### src/rtl/level_pll_defines.vh
// register map, field positions, reset values and timing counts for the digitizer control
`ifndef LEVEL_PLL_DEFINES_VH
`define LEVEL_PLL_DEFINES_VH

// subaddresses
`define REG_DIV_UPPER      8'h01
`define REG_DIV_LOWER      8'h02
`define REG_RANGE_PUMP     8'h03
`define REG_PHASE_POST     8'h04
`define REG_LEVEL_CTRL     8'h26
`define REG_LEVEL_PLACE    8'h31
`define REG_COARSE_BASE    8'h40
`define REG_FINE_HI_BASE   8'h43
`define REG_FINE_LO_BASE   8'h46
`define REG_SOURCE_CTRL    8'h50
`define REG_STATUS         8'h51
`define REG_LEVEL_MEAS     8'h52

// field positions
`define DIV_LOWER_MSB      7
`define DIV_LOWER_LSB      4
`define RANGE_MSB          7
`define RANGE_LSB          6
`define PUMP_MSB           5
`define PUMP_LSB           3
`define PHASE_MSB          7
`define PHASE_LSB          3
`define POST_DIV_BIT       0
`define LEVEL_ENABLE_BIT   7
`define SRC_EXT_CLK_BIT    0
`define SRC_SLICED_BIT     1
`define SRC_EXT_CLAMP_BIT  2

// oscillator bands
`define BAND_ULTRA_LOW     2'h0
`define BAND_LOW           2'h1
`define BAND_MEDIUM        2'h2

// reset values
`define RST_DIV_UPPER      8'h32
`define RST_DIV_LOWER      8'h00
`define RST_RANGE_PUMP     8'h20
`define RST_PHASE_POST     8'h80
`define RST_LEVEL_CTRL     8'h00
`define RST_LEVEL_PLACE    8'h10
`define RST_SOURCE_CTRL    8'h00

// timing counts in pixel clocks / samples
`define LEVEL_WIN_SAMPLES  5'h10
`define CLAMP_LEN_CYCLES   8'h08

`endif

### src/rtl/level_pll_ctrl.v
// digitizer offset, level loop and line-locked pll control with serial register port
//
// Notes on behaviour
// RULE_01: each channel keeps a 6-bit signed coarse offset, -32..+31, driven to analog.
// RULE_02: each channel adds its own 10-bit signed fine offset, -512..+511, after conversion.
// RULE_03: level loop averages pixels and steers measured level toward fine offset value.
// RULE_04: level loop on/off comes from a control bit at subaddress 26h.
// RULE_05: host places the internal level pulse (31h) after the clamp pulse.
// RULE_06: with external clamp, fine clamp and level loop start on its leading edge.
// RULE_07: the external clamp pulse should be kept as long as practical.
// RULE_08: three 10-bit sample streams share one pll-derived clock, 12 to 90 MHz.
// RULE_09: sample clock source selects internal pll or external pixel clock.
// RULE_10: pll reference is the hsync pin or the slicer-recovered hsync.
// RULE_11: while line-hold is asserted the pll holds frequency and stops tracking.
// RULE_12: fine clamp is off for the whole line-hold interval.
// RULE_13: 12-bit feedback divide: upper 8 from 01h[7:0], lower 4 from 02h[7:4].
// RULE_14: 3-bit pump current select sits in 03h[5:3].
// RULE_15: 2-bit band in 03h[7:6]: 00 ultra-low, 01 low, 10 medium.
// RULE_16: sample phase in 32 steps of 11.25 degrees from 04h.
// RULE_17: host programs recommended divide, range and pump values per format.
// RULE_18: offset-corrected sample saturates to 0..1023, never wraps.
`include "level_pll_defines.vh"
`timescale 1ns/10ps
`default_nettype none
module level_pll_ctrl #(
    parameter       CH         = 3,
    parameter       SW         = 10,
    parameter       FIFO_DEPTH = 8,
    parameter [6:0] DEV_ADDR   = 7'h2a   // arbitrary value
) (
    // clock and reset
    input  wire              i_clk,
    input  wire              i_reset,
    // serial control bus pins
    input  wire              i_scl,
    input  wire              i_sda,
    output reg               o_sda_q,
    output reg               o_sda_oe_n_q,
    // sync and clamp pins
    input  wire              i_hsync_pin,
    input  wire              i_hsync_sliced,
    input  wire              i_line_hold,
    input  wire              i_ext_clamp,
    // digitized samples in
    input  wire              i_sample_valid,
    input  wire [CH*SW-1:0]  i_sample_data,
    output wire              o_sample_ready,
    // corrected samples out
    output wire              o_out_valid,
    output wire [CH*SW-1:0]  o_out_data,
    input  wire              i_out_ready,
    // analog and pll controls
    output reg  [CH*6-1:0]   o_coarse_offset_q,
    output wire [11:0]       o_feedback_divide_count,
    output wire [2:0]        o_pump_current_select,
    output reg  [1:0]        o_band_q,
    output wire [4:0]        o_phase_select,
    output wire              o_post_divide,
    output wire              o_ext_pixel_clock,
    output reg               o_pll_ref_q,
    output reg               o_pll_hold_q,
    output reg               o_fine_clamp_q,
    output reg               o_level_pulse_q
);
    localparam [2:0] ST_IDLE = 3'h0;
    localparam [2:0] ST_DEV  = 3'h1;
    localparam [2:0] ST_ACK  = 3'h2;
    localparam [2:0] ST_SUB  = 3'h3;
    localparam [2:0] ST_WR   = 3'h4;
    localparam [2:0] ST_RD   = 3'h5;
    localparam [2:0] ST_RACK = 3'h6;

    // register storage
    reg  [7:0]       div_upper_q;
    reg  [7:0]       div_lower_q;
    reg  [7:0]       range_pump_q;
    reg  [7:0]       phase_post_q;
    reg  [7:0]       level_ctrl_q;
    reg  [7:0]       level_place_q;
    reg  [7:0]       source_ctrl_q;
    reg  [CH*SW-1:0] fine_q;
    reg  [CH*SW-1:0] avg_q;

    // pin synchronisers
    reg  [1:0]       scl_s;
    reg  [1:0]       sda_s;
    reg  [1:0]       hs_pin_s;
    reg  [1:0]       hs_slc_s;
    reg  [1:0]       hold_s;
    reg  [1:0]       clamp_s;
    reg              scl_p;
    reg              sda_p;
    reg              ref_p;
    reg              clamp_p;

    // serial port state
    reg  [2:0]       st_q;
    reg  [2:0]       after_q;
    reg  [2:0]       bit_q;
    reg  [7:0]       shift_q;
    reg  [7:0]       sub_q;
    reg              ackp_q;
    reg  [7:0]       rdata;

    // level window state
    reg  [7:0]       line_cnt_q;
    reg  [7:0]       clamp_cnt_q;
    reg              win_q;
    reg  [4:0]       wcnt_q;

    wire scl       = scl_s[1];
    wire sda       = sda_s[1];
    wire scl_rise  = scl & ~scl_p;
    wire scl_fall  = ~scl & scl_p;
    wire bus_start = scl & scl_p & sda_p & ~sda;
    wire bus_stop  = scl & scl_p & ~sda_p & sda;
    wire [7:0] rx_byte = {shift_q[6:0], sda};

    wire ext_clamp_mode = source_ctrl_q[`SRC_EXT_CLAMP_BIT];
    wire level_on       = level_ctrl_q[`LEVEL_ENABLE_BIT];                    // [RULE_04]
    wire ref_now        = source_ctrl_q[`SRC_SLICED_BIT] ? hs_slc_s[1]
                                                         : hs_pin_s[1];       // [RULE_10]
    wire ref_rise       = ref_now & ~ref_p;
    wire clamp_rise     = clamp_s[1] & ~clamp_p;
    wire accept         = i_sample_valid & o_sample_ready;
    wire win_last       = win_q & accept & (wcnt_q == `LEVEL_WIN_SAMPLES - 5'h01);
    // external clamp edge starts the window; placement ignored
    wire win_start      = ext_clamp_mode ? clamp_rise                         // [RULE_06]
                                         : (line_cnt_q == level_place_q);
    wire [CH*SW-1:0] corrected;

    assign o_feedback_divide_count = {div_upper_q,
                                      div_lower_q[`DIV_LOWER_MSB:`DIV_LOWER_LSB]}; // [RULE_13]
    assign o_pump_current_select = range_pump_q[`PUMP_MSB:`PUMP_LSB];          // [RULE_14]
    assign o_phase_select    = phase_post_q[`PHASE_MSB:`PHASE_LSB];           // [RULE_16]
    assign o_post_divide     = phase_post_q[`POST_DIV_BIT];
    assign o_ext_pixel_clock = source_ctrl_q[`SRC_EXT_CLK_BIT];               // [RULE_09]

    // register readback
    always @* begin
        rdata = 8'h00;
        case (sub_q)
            `REG_DIV_UPPER:   rdata = div_upper_q;
            `REG_DIV_LOWER:   rdata = div_lower_q;
            `REG_RANGE_PUMP:  rdata = range_pump_q;
            `REG_PHASE_POST:  rdata = phase_post_q;
            `REG_LEVEL_CTRL:  rdata = level_ctrl_q;
            `REG_LEVEL_PLACE: rdata = level_place_q;
            `REG_SOURCE_CTRL: rdata = source_ctrl_q;
            `REG_STATUS:      rdata = {6'h00, win_q, hold_s[1]};
            `REG_LEVEL_MEAS:  rdata = avg_q[SW-1:SW-8];
            default: begin
                if (sub_q >= `REG_COARSE_BASE && sub_q < `REG_COARSE_BASE + CH)
                    rdata = {2'h0, o_coarse_offset_q[(sub_q - `REG_COARSE_BASE)*6 +: 6]};
                else if (sub_q >= `REG_FINE_HI_BASE && sub_q < `REG_FINE_HI_BASE + CH)
                    rdata = {6'h00, fine_q[(sub_q - `REG_FINE_HI_BASE)*SW + 8 +: 2]};
                else if (sub_q >= `REG_FINE_LO_BASE && sub_q < `REG_FINE_LO_BASE + CH)
                    rdata = fine_q[(sub_q - `REG_FINE_LO_BASE)*SW +: 8];
            end
        endcase
    end

    // synchronisers and edge history
    always @(posedge i_clk) begin
        if (i_reset) begin
            scl_s    <= 2'h3;
            sda_s    <= 2'h3;
            hs_pin_s <= 2'h0;
            hs_slc_s <= 2'h0;
            hold_s   <= 2'h0;
            clamp_s  <= 2'h0;
            scl_p    <= 1'b1;
            sda_p    <= 1'b1;
            ref_p    <= 1'b0;
            clamp_p  <= 1'b0;
        end else begin
            scl_s    <= {scl_s[0], i_scl};
            sda_s    <= {sda_s[0], i_sda};
            hs_pin_s <= {hs_pin_s[0], i_hsync_pin};
            hs_slc_s <= {hs_slc_s[0], i_hsync_sliced};
            hold_s   <= {hold_s[0], i_line_hold};
            clamp_s  <= {clamp_s[0], i_ext_clamp};
            scl_p    <= scl;
            sda_p    <= sda;
            ref_p    <= ref_now;
            clamp_p  <= clamp_s[1];
        end
    end

    // serial slave: subaddress, then data with auto increment
    always @(posedge i_clk) begin
        if (i_reset) begin
            st_q              <= ST_IDLE;
            after_q           <= ST_IDLE;
            bit_q             <= 3'h0;
            shift_q           <= 8'h00;
            sub_q             <= 8'h00;
            ackp_q            <= 1'b0;
            o_sda_q           <= 1'b0;
            o_sda_oe_n_q      <= 1'b1;
            div_upper_q       <= `RST_DIV_UPPER;
            div_lower_q       <= `RST_DIV_LOWER;
            range_pump_q      <= `RST_RANGE_PUMP;
            phase_post_q      <= `RST_PHASE_POST;
            level_ctrl_q      <= `RST_LEVEL_CTRL;
            level_place_q     <= `RST_LEVEL_PLACE;
            source_ctrl_q     <= `RST_SOURCE_CTRL;
            o_coarse_offset_q <= {(CH*6){1'b0}};
            fine_q            <= {(CH*SW){1'b0}};
        end else if (bus_start) begin
            st_q         <= ST_DEV;
            bit_q        <= 3'h0;
            o_sda_oe_n_q <= 1'b1;
        end else if (bus_stop) begin
            st_q         <= ST_IDLE;
            o_sda_oe_n_q <= 1'b1;
        end else begin
            case (st_q)
                ST_DEV, ST_SUB, ST_WR: begin
                    if (scl_rise) begin
                        shift_q <= rx_byte;
                        bit_q   <= bit_q + 3'h1;
                        if (bit_q == 3'h7) begin
                            st_q   <= ST_ACK;
                            ackp_q <= 1'b0;
                            if (st_q == ST_DEV) begin
                                if (rx_byte[7:1] != DEV_ADDR)
                                    st_q <= ST_IDLE;
                                after_q <= rx_byte[0] ? ST_RD : ST_SUB;
                            end else if (st_q == ST_SUB) begin
                                sub_q   <= rx_byte;
                                after_q <= ST_WR;
                            end else begin
                                sub_q   <= sub_q + 8'h01;
                                after_q <= ST_WR;
                                case (sub_q)
                                    `REG_DIV_UPPER:   div_upper_q   <= rx_byte;
                                    `REG_DIV_LOWER:   div_lower_q   <= rx_byte;
                                    `REG_RANGE_PUMP:  range_pump_q  <= rx_byte;
                                    `REG_PHASE_POST:  phase_post_q  <= rx_byte;
                                    `REG_LEVEL_CTRL:  level_ctrl_q  <= rx_byte;
                                    `REG_LEVEL_PLACE: level_place_q <= rx_byte;
                                    `REG_SOURCE_CTRL: source_ctrl_q <= rx_byte;
                                    default: begin
                                        if (sub_q >= `REG_COARSE_BASE
                                                && sub_q < `REG_COARSE_BASE + CH)
                                            o_coarse_offset_q[(sub_q - `REG_COARSE_BASE)*6 +: 6]
                                                <= rx_byte[5:0];                     // [RULE_01]
                                        else if (sub_q >= `REG_FINE_HI_BASE
                                                && sub_q < `REG_FINE_HI_BASE + CH)
                                            fine_q[(sub_q - `REG_FINE_HI_BASE)*SW + 8 +: 2]
                                                <= rx_byte[1:0];
                                        else if (sub_q >= `REG_FINE_LO_BASE
                                                && sub_q < `REG_FINE_LO_BASE + CH)
                                            fine_q[(sub_q - `REG_FINE_LO_BASE)*SW +: 8]
                                                <= rx_byte;
                                    end
                                endcase
                            end
                        end
                    end
                end
                ST_ACK: begin
                    if (scl_fall) begin
                        if (!ackp_q) begin
                            ackp_q       <= 1'b1;
                            o_sda_oe_n_q <= 1'b0;
                        end else begin
                            ackp_q       <= 1'b0;
                            st_q         <= after_q;
                            bit_q        <= 3'h0;
                            o_sda_oe_n_q <= 1'b1;
                            if (after_q == ST_RD) begin
                                shift_q      <= rdata;
                                o_sda_oe_n_q <= rdata[7];
                            end
                        end
                    end
                end
                ST_RD: begin
                    if (scl_fall) begin
                        bit_q <= bit_q + 3'h1;
                        if (bit_q == 3'h7) begin
                            o_sda_oe_n_q <= 1'b1;
                            st_q         <= ST_RACK;
                            ackp_q       <= 1'b0;
                            sub_q        <= sub_q + 8'h01;
                        end else begin
                            shift_q      <= {shift_q[6:0], 1'b0};
                            o_sda_oe_n_q <= shift_q[6];
                        end
                    end
                end
                ST_RACK: begin
                    // master nack ends the read; ack fetches the next byte
                    if (scl_rise) begin
                        if (sda)
                            st_q <= ST_IDLE;
                        else
                            ackp_q <= 1'b1;
                    end else if (scl_fall && ackp_q) begin
                        ackp_q       <= 1'b0;
                        st_q         <= ST_RD;
                        bit_q        <= 3'h0;
                        shift_q      <= rdata;
                        o_sda_oe_n_q <= rdata[7];
                    end
                end
                default: st_q <= ST_IDLE;
            endcase
        end
    end

    // pll reference, hold, band and clamp timing
    always @(posedge i_clk) begin
        if (i_reset) begin
            o_pll_ref_q     <= 1'b0;
            o_pll_hold_q    <= 1'b0;
            o_band_q        <= `BAND_ULTRA_LOW;
            o_fine_clamp_q  <= 1'b0;
            o_level_pulse_q <= 1'b0;
            line_cnt_q      <= 8'hff;
            clamp_cnt_q     <= 8'h00;
            win_q           <= 1'b0;
            wcnt_q          <= 5'h00;
        end else begin
            // the pll coasts on its own while hold is high; reference is frozen
            o_pll_hold_q <= hold_s[1];                                        // [RULE_11]
            if (!hold_s[1])
                o_pll_ref_q <= ref_now;                                       // [RULE_11]
            // reserved code 11 falls back to the medium band
            o_band_q <= (range_pump_q[`RANGE_MSB:`RANGE_LSB] == 2'h3) ? `BAND_MEDIUM
                        : range_pump_q[`RANGE_MSB:`RANGE_LSB];                // [RULE_15]
            if (ref_rise && !hold_s[1]) begin
                line_cnt_q  <= 8'h00;
                clamp_cnt_q <= `CLAMP_LEN_CYCLES;
            end else begin
                if (line_cnt_q != 8'hff)
                    line_cnt_q <= line_cnt_q + 8'h01;
                if (clamp_cnt_q != 8'h00)
                    clamp_cnt_q <= clamp_cnt_q - 8'h01;
            end
            o_fine_clamp_q <= ~hold_s[1] & (ext_clamp_mode ? clamp_s[1]
                                                           : (clamp_cnt_q != 8'h00)); // [RULE_12]
            if (win_last) begin
                win_q  <= 1'b0;
                wcnt_q <= 5'h00;
            end else if (!win_q && level_on && win_start) begin
                win_q  <= 1'b1;
                wcnt_q <= 5'h00;
            end else if (win_q && accept) begin
                wcnt_q <= wcnt_q + 5'h01;
            end
            o_level_pulse_q <= win_q;
        end
    end

    // per-channel fine offset, saturation and level loop
    genvar g;
    generate
        for (g = 0; g < CH; g = g + 1) begin : chan
            reg  [13:0]       sum_q;
            reg  signed [9:0] corr_q;
            wire [SW-1:0]     smp    = i_sample_data[g*SW +: SW];
            wire signed [9:0] fine   = fine_q[g*SW +: SW];
            wire signed [9:0] offs   = level_on ? corr_q : fine;              // [RULE_02]
            wire signed [11:0] sum_w = $signed({2'b00, smp}) + {{2{offs[9]}}, offs};
            wire [SW-1:0]     sat    = sum_w[11] ? 10'h000
                                     : (sum_w[10] ? 10'h3ff : sum_w[9:0]);   // [RULE_18]
            wire [13:0]       acc    = sum_q + {4'h0, sat};
            wire signed [11:0] err   = {{2{fine[9]}}, fine} - $signed({2'b00, acc[13:4]});
            wire signed [11:0] nxt   = $signed({{2{corr_q[9]}}, corr_q}) + (err >>> 2);
            assign corrected[g*SW +: SW] = sat;                               // [RULE_08]
            always @(posedge i_clk) begin
                if (i_reset) begin
                    sum_q  <= 14'h0000;
                    corr_q <= 10'sh000;
                    avg_q[g*SW +: SW] <= {SW{1'b0}};
                end else begin
                    if (!win_q)
                        sum_q <= 14'h0000;
                    else if (accept)
                        sum_q <= acc;
                    if (!level_on) begin
                        corr_q <= fine;
                    end else if (win_last) begin
                        // integrate a quarter of the error; clip keeps the offset in range
                        avg_q[g*SW +: SW] <= acc[13:4];                       // [RULE_03]
                        if (nxt > 12'sd511)
                            corr_q <= 10'sh1ff;
                        else if (nxt < -12'sd512)
                            corr_q <= 10'sh200;
                        else
                            corr_q <= nxt[9:0];                               // [RULE_03]
                    end
                end
            end
        end
    endgenerate

    // sample buffer; its ready throttles the converters
    sample_fifo #(
        .WIDTH (CH*SW),
        .DEPTH (FIFO_DEPTH),
        .AW    (3)
    ) u_fifo (
        .i_clk         (i_clk),
        .i_reset       (i_reset),
        .i_in_valid    (i_sample_valid),
        .i_in_data     (corrected),
        .o_in_ready_q  (o_sample_ready),
        .o_out_valid_q (o_out_valid),
        .o_out_data    (o_out_data),
        .i_out_ready   (i_out_ready)
    );
endmodule
`default_nettype wire

### src/rtl/sample_fifo.v
// synchronous fifo for corrected sample words
`timescale 1ns/10ps
`default_nettype none
module sample_fifo #(
    parameter WIDTH = 30,
    parameter DEPTH = 8,
    parameter AW    = 3
) (
    // clock and reset
    input  wire             i_clk,
    input  wire             i_reset,
    // fill side
    input  wire             i_in_valid,
    input  wire [WIDTH-1:0] i_in_data,
    output reg              o_in_ready_q,
    // drain side
    output reg              o_out_valid_q,
    output wire [WIDTH-1:0] o_out_data,
    input  wire             i_out_ready
);
    reg  [WIDTH-1:0] mem [0:DEPTH-1];
    reg  [AW-1:0]    wr_q;
    reg  [AW-1:0]    rd_q;
    reg  [AW:0]      count_q;
    reg  [AW:0]      count_d;
    wire             push = i_in_valid & o_in_ready_q;
    wire             pop  = o_out_valid_q & i_out_ready;

    assign o_out_data = mem[rd_q];

    always @* begin
        count_d = count_q;
        if (push & ~pop)
            count_d = count_q + 1'b1;
        else if (pop & ~push)
            count_d = count_q - 1'b1;
    end

    always @(posedge i_clk) begin
        if (push)
            mem[wr_q] <= i_in_data;
    end

    always @(posedge i_clk) begin
        if (i_reset) begin
            wr_q          <= {AW{1'b0}};
            rd_q          <= {AW{1'b0}};
            count_q       <= {(AW+1){1'b0}};
            o_in_ready_q  <= 1'b0;
            o_out_valid_q <= 1'b0;
        end else begin
            if (push)
                wr_q <= (wr_q == DEPTH-1) ? {AW{1'b0}} : wr_q + 1'b1;
            if (pop)
                rd_q <= (rd_q == DEPTH-1) ? {AW{1'b0}} : rd_q + 1'b1;
            count_q       <= count_d;
            // full and empty from the next count, so both flags are honest
            o_in_ready_q  <= (count_d != DEPTH);
            o_out_valid_q <= (count_d != {(AW+1){1'b0}});
        end
    end
endmodule
`default_nettype wire

### config.mk
export PLATFORM = sky130hd
export DESIGN_NAME = level_pll_ctrl
export DESIGN_NICKNAME = d
export VERILOG_FILES = /design/src/rtl/level_pll_ctrl.v /design/src/rtl/sample_fifo.v
export VERILOG_INCLUDE_DIRS = /design/src /design/src/rtl
export SDC_FILE = /design/constraint.sdc
export NUM_CORES = 1
export LEC_CHECK = 0
export ABC_AREA = 1
export CAP_MARGIN = 30
export CORE_MARGIN = 4
export CORE_UTILIZATION = 45
export CTS_CLUSTER_SIZE = 25
export DETAILED_ROUTE_END_ITERATION = 7
export DONT_BUFFER_PORTS = 1
export HOLD_SLACK_MARGIN = 0.12
export PLACE_DENSITY = 0.6
export REMOVE_ABC_BUFFERS = 1
export SYNTH_ARGS = -nofsm -noshare
export SYNTH_HDL_FRONTEND = slang
export SYNTH_HIERARCHICAL = 1
export SYNTH_SLANG_ARGS = --single-unit
### constraint.sdc
create_clock -name i_clk -period 20.9 [get_ports i_clk]
set_input_delay 0 -clock i_clk [delete_from_list [all_inputs] [get_ports i_clk]]
set_output_delay 0 -clock i_clk [all_outputs]
set_load 0.02 [all_outputs]
---- After elaboration in Yosys (flattened, before gate mapping) ----
Memory sizes are Yosys's and may differ from the RTL's. A register that Yosys moved wholly into a read port is not among the register bits.
Cells that the tools add are included.
cells by class
  add/subtract/negate cells ............... 28
  multipliers ............................. 3
  $lt $le $gt $ge ......................... 12
  eq/ne operators ......................... 48
  shifts and indexed selects .............. 9
  multiplexer cells ....................... 102
  bitwise gates (word level) .............. 32
  reduce and logical (&&, ||, !) cells .... 45
operators with widths
  kind                       count
  $mux W10                   21
  $neg A32 Y34               3
  $reduce_and A8 Y1          12
  $mux W8                    11
  $pmux W8 S9                1
  $mul A32 B3 Y31 const B    2
  $mux W3                    21
  $bwmux W30                 2
  $mux W30                   2
  $mux W7                    8
  $add A14 B10 Y14           3
  $add A11 B10 Y12           3
  $sub A10 B11 Y12           3
  $shift A2 B34 Y30 const A  1
  $shift A6 B34 Y18 const A  1
  $shift A8 B34 Y30 const A  1
  $shiftx A2 B34 Y30         1
  $shiftx A6 B34 Y18         1
  $shiftx A8 B34 Y30         1
  $add A10 B10 Y11           3
  $gt A11 B10 Y1 const B     3
  $lt A11 B10 Y1 const B     3
  $shiftx A18 B33 Y6         1
  $shiftx A30 B33 Y2         1
  other kinds (55)           170
word-level totals
  register bits ........................... 268
  bits in writable memories ............... 240
  input bits .............................. 40
  word-level logic and storage cells ...... 330
  memories kept ........................... 1
memories
  name        words  width  rd ports  clocked after Yosys merged registers in  wr ports  line              RTL
  u_fifo.mem  8      30     1         1                                        1         sample_fifo.v:21  reg [WIDTH-1:0] mem [0:DEPTH-1];

---- Longest topological paths before layout ----
  depth after elaboration ................. 12
  depth in mapped cells ................... 59
  gate-level depth less buffers ........... 57

---- Modules after synthesis ----
The synthesis kept the hierarchy.
modules (own cells, without submodules)
  module          times used  cells an instance  area each (µm²)  seq. area each (µm²)
  level_pll_ctrl  1           3832               24011.8          5084.9
  sample_fifo     1           820                10088.4          7507.2

---- Least setup slack after synthesis ----
Ideal clock, no wire load.
  kind .................................... reg-to-reg
  start ................................... reg level_ctrl_q[7]
  end ..................................... reg chan[1].corr_q[3]
  library setup time ...................... 0.128 ns
  data arrival time ....................... 7.481 ns
  data required time ...................... 20.772 ns
  setup slack ............................. 13.291 ns
  cell stages (with the launch flop) ...... 54
  clock period less this slack ............ 7.609 ns
  cells stage by stage .................... dfxtp_1 clkbuf_1 inv_1 clkbuf_1 clkbuf_1 nand2_1 nand2_1 ha_1 inv_1 fa_1 nor2_1 o21ai_0 nand2_1 a21oi_1 o21bai_1 nand2_1 nand2_1 a21oi_1 [18 not listed] a21oi_1 nor2_1 nor2_1 nor2_1 nor2_1 o21bai_1 a21oi_1 o21bai_1 a21oi_1 or2_2 ha_1 inv_1 nor3_1 a22oi_1 nor2_1 o21ai_0 a21oi_1 nor2_1
between the ends
  longest elaborated chain between the ends .. 12
ends and longest elaborated chain
  item                      line                  RTL
  start: declaration        level_pll_ctrl.v:78   reg [7:0] level_ctrl_q;
  start signal: assignment  level_pll_ctrl.v:205  level_ctrl_q <= `RST_LEVEL_CTRL;
  start signal: assignment  level_pll_ctrl.v:241  `REG_LEVEL_CTRL: level_ctrl_q <= rx_byte;
  $mux W10 (*)              level_pll_ctrl.v:366  wire signed [9:0] offs = level_on ? corr_q : fine;
  $add A11 B10 Y12 (*)      level_pll_ctrl.v:367  wire signed [11:0] sum_w = $signed({2'b00, smp}) + {{2{offs[9]}}, offs};
  $mux W10                  level_pll_ctrl.v:369  : (sum_w[10] ? 10'h3ff : sum_w[9:0]);
  $mux W10 (*)              level_pll_ctrl.v:368  wire [SW-1:0] sat = sum_w[11] ? 10'h000
  named net chan[1].sat[0]  level_pll_ctrl.v:368
  $add A14 B10 Y14 (*)      level_pll_ctrl.v:370  wire [13:0] acc = sum_q + {4'h0, sat};
  $sub A10 B11 Y12 (*)      level_pll_ctrl.v:371  wire signed [11:0] err = {{2{fine[9]}}, fine} - $signed({2'b00, acc[13:4]});
  $add A10 B10 Y11 (*)      level_pll_ctrl.v:372  wire signed [11:0] nxt = $signed({{2{corr_q[9]}}, corr_q}) + (err >>> 2);
  $lt A11 B10 Y1            level_pll_ctrl.v:391  else if (nxt < -12'sd512)
  $mux W10                  level_pll_ctrl.v:391
  $mux W10 (*)              level_pll_ctrl.v:389  if (nxt > 12'sd511)
  $mux W10 (*)              level_pll_ctrl.v:386  end else if (win_last) begin
  $mux W10 (*)              level_pll_ctrl.v:384  if (!level_on) begin
  end signal: assignment    level_pll_ctrl.v:385  corr_q <= fine;
  end signal: assignment    level_pll_ctrl.v:394  corr_q <= nxt[9:0];
  end: declaration          level_pll_ctrl.v:363  reg signed [9:0] corr_q;
Mark *: on every way through the listed nets, which the timed path passes. The rest lies on a longest branch. The select of a mux whose other input is x is not followed.
A chain may end at the register's enable or synchronous reset.

---- Final worst setup path ----
  start ................................... reg level_ctrl_q[7]
  end ..................................... reg chan[1].corr_q[4]
Same word-level chain as after synthesis.

==> impl_metrics.py <==
metrics = {
    "outcome": {
        "status": "finished, final reports clean",
    },
    "timing": {
        "tns_ns": 0,
        "fmax_mhz": 112,
        "rsz0062_at_grt": "false",
        "max_slew.worst_pin.slew_ns": 0.975,
        "hold_viol": 0,
        "whs_ns": 0.130,
        "fin_skew_ns": 0.0484,
        "setup_violations": 0,
        "finalCritPeriodShare": 0.427,
        "timing.slew.headroom": 0.350,
        "final_max_slew_viol_count": 0,
        "fin_crit_ns": 8.92,
    },
    "yosys": {
        "yosys_most_used_dff": "dfxtp_1",
        "yosys.area.top_type": "edfxtp_1",
        "synth_area_leaders": "edfxtp_1 21%, dfxtp_1 16%, nand2_1 10%, ha_1 7.8%, o21ai_0 6.7%",
        "async_flop_share": 0,
        "netlist_area_um2": 34100,
        "synth_top_area_frac": 0.211,
        "synth_seq_cells": 509,
        "ys.warnings.count": 6,
        "seq_area_frac_synth": 0.369,
        "synth-edff-count": 240,
        "ys_types": 67,
        "synth.avg_cell_area_um2": 7.33,
        "syn-instance-count": 4652,
    },
    "route": {
        "wl_per_cell_um": 18.1,
        "vias": 30800,
        "drc_errors": 0,
        "drtPass1Iterations": 5,
        "wl_um": 102000,
        "drt-initial-drc-count": 2384,
        "ant_nets": 0,
        "vias_per_cell": 5.47,
    },
    "die": {
        "initial_core_util": 0.456,
        "core_um2": 74800,
        "die-height_um": 283,
        "die_w_um": 283,
        "io_pins": 120,
        "die_area_um2": 80200,
        "rows": 100,
    },
    "clock_tree": {
        "cts-buffers-inserted": 57,
        "clk_pin_slew_worst_paths_ns": 0.06,
        "cts_tree": "built",
        "cts_buffer_depth": 3,
        "cts_sinks": 509,
        "clk_latency_ns": 0.64,
        "cts-root-buf": "clkbuf_16",
        "post-cts-setup-buffers": 0,
        "cts_max_level": 2,
    },
    "finish": {
        "area_growth_pct": 9.02,
        "utilization": 0.497,
        "num-fill-cells": 7353,
        "drive_gt1_frac": 0.0568,
        "diodes": 0,
        "nets": 4886,
    },
    "power": {
        "power_mw": 2.55,
        "vdd_ir_drop_max_mv": 0.0629,
        "leakage_nw": 16.5,
        "power_density_nw_per_um2": 68.7,
    },
    "placed_design": {
        "dp_hpwl_um": 74900,
        "io_buffers": 0,
        "place_congestion": 0.969,
    },
    "worst_setup_path": {
        "cp_slowest_cell": "inv_1",
        "path_common_cell": "inv_1",
        "worstPathMaxFanout": 55,
        "crit_type": "flop to flop",
        "cp.arrival_ns": 9.40,
        "cpPeakStageDelay_ns": 0.48,
        "crit_required_ns": 21.37,
        "cp-end-kind": "flop",
        "critPathLaunchType": "flop",
    },
    "global_routing": {
        "grt_max_degree": 93,
        "grt_overflow": 0,
        "grt_pass1_vias": 28900,
        "track_usage": 0.245,
        "antenna_found_initial": 0,
        "grt_pass1_wl_um": 161000,
    },
    "flow_run": {
        "drv_cap": 0,
    },
    "worst_hold_path": {
        "min_path_type": "input port to flop",
    },
}
[through the flow]
stage	setup slack [ns]	area, µm²	cells
after floorplan	12.79	33300	4492
after global placement	12.39	34900	5500
after detailed placement	12.11	35000	5504
after CTS	12.01	37200	5638
after global routing	10.91	37200	5638
final	11.98	37200	5638
[timing repair]
item,4_1_cts,5_1_grt
hold buffers,28,0
hold endpoints to repair,283,0
setup endpoints to repair,0,0
resized for setup,0,0
[kinds of logic (layout without fill, tap and decap cells)]
kind of cell	count (synthesis)	count (layout)	share of synthesized area
other cells	1	1	0.000110
simple gates	1931	1931	0.240
xor+xnor	158	158	0.0406
compound gates	1079	1079	0.177
buf+inv	749	766	0.0880
fa+ha+maj	224	224	0.0848
mux	1	1	0.000294
flops	509	509	0.369
[report_power, final]
group          total, mW  internal (mW)  switching (mW)
logic              0.416          0.118           0.298
registers           1.12           1.08          0.0349
clock network       1.02          0.595           0.428
[placed cells by master, fill, tap and decap left out, types with 8 or more instances in the layout]
cell	netlist	routed
nand2_1	932	932
nand2_2	23	23
nand3b_1	9	9
dlygate4sd3_1	0	27
o22ai_1	29	29
ha_1	212	212
nand4_2	8	8
edfxtp_1	240	240
nor3_1	56	56
inv_1	555	553
a211oi_1	16	16
a221oi_1	24	24
nand3_2	11	11
a31oi_1	45	45
clkinv_2	0	14
nor2_2	17	19
fa_1	12	12
o221ai_1	9	9
or2_2	17	17
a21oi_1	329	329
nor2_1	581	571
clkbuf_16	0	58
nor2_4	7	15
nor4_1	12	12
nand4_1	54	54
o21ai_1	42	42
o211ai_1	29	29
buf_4	20	39
inv_2	20	21
xnor2_1	31	31
dfxtp_1	269	265
o21bai_1	36	36
nand3_1	185	185
xor2_1	127	127
clkinv_1	14	21
o21ai_0	459	459
[layer usage]
layer | global-route usage | wire (µm)
met5 | 0 | 0
met4 | 0.0905 | 3960
met3 | 0.0354 | 6120
met2 | 0.410 | 47000
met1 | 0.324 | 45000
[final cells by class]
class	instances	area [µm²]	area share
clock buffer	68	1520	0.0409
clock inverter	38	395	0.0106
inverter	589	2210	0.0595
multi-input combinational	3394	18600	0.500
sequential	509	12600	0.339
tap	969	1210	0.0326
timing repair buffer	71	663	0.0178
[state kept, by name, summed over array words and instances, names as in the netlist, 8 cells and up, named ones only]
register / cells
u_fifo/mem: 240
chan.sum_q: 42
chan.corr_q: 30
fine_q: 30
o_coarse_offset_q: 18
avg_q: 8
clamp_cnt_q: 8
div_lower_q: 8
div_upper_q: 8
level_ctrl_q: 8
level_place_q: 8
line_cnt_q: 8
phase_post_q: 8
range_pump_q: 8
source_ctrl_q: 8
sub_q: 8
[worst max-delay path, delay by kind of cell (launching register included)]
family	cells	cell delay, ns
and+or+nand+nor	14	1.80
buffers and inverters	10	1.66
xor gates and xnor gates	2	0.39
DFF	1	0.31
AOI/OAI and AO/OA	19	3.01
adders and majority gates	6	1.55
[synthesized netlist by cell type (all sizes together) (55+ instances only)]
cell      n
nand2   959
nor2    606
inv     575
o21ai   502
a21oi   330
dfxtp   269
edfxtp  240
ha      212
nand3   197
xor2    127
clkbuf  105
nand4    62
nor3     58
buf      55
[worst paths after layout]
path,startpoint,to,slack (ns),cells past startpoint
max,level_ctrl_q[7]$_SDFFE_PP0P_,chan[1].corr_q[4]$_SDFFE_PP0P_,11.98,51
min,i_sample_data[28],u_fifo/mem[7][28]$_DFFE_PP_,0.13,3
max reg2reg,level_ctrl_q[7]$_SDFFE_PP0P_,chan[1].corr_q[4]$_SDFFE_PP0P_,11.98,51
min reg2reg,hold_s[0]$_SDFF_PP0_,hold_s[1]$_SDFF_PP0_,0.40,2
No activity file was read; power rests on OpenSTA's default activity.
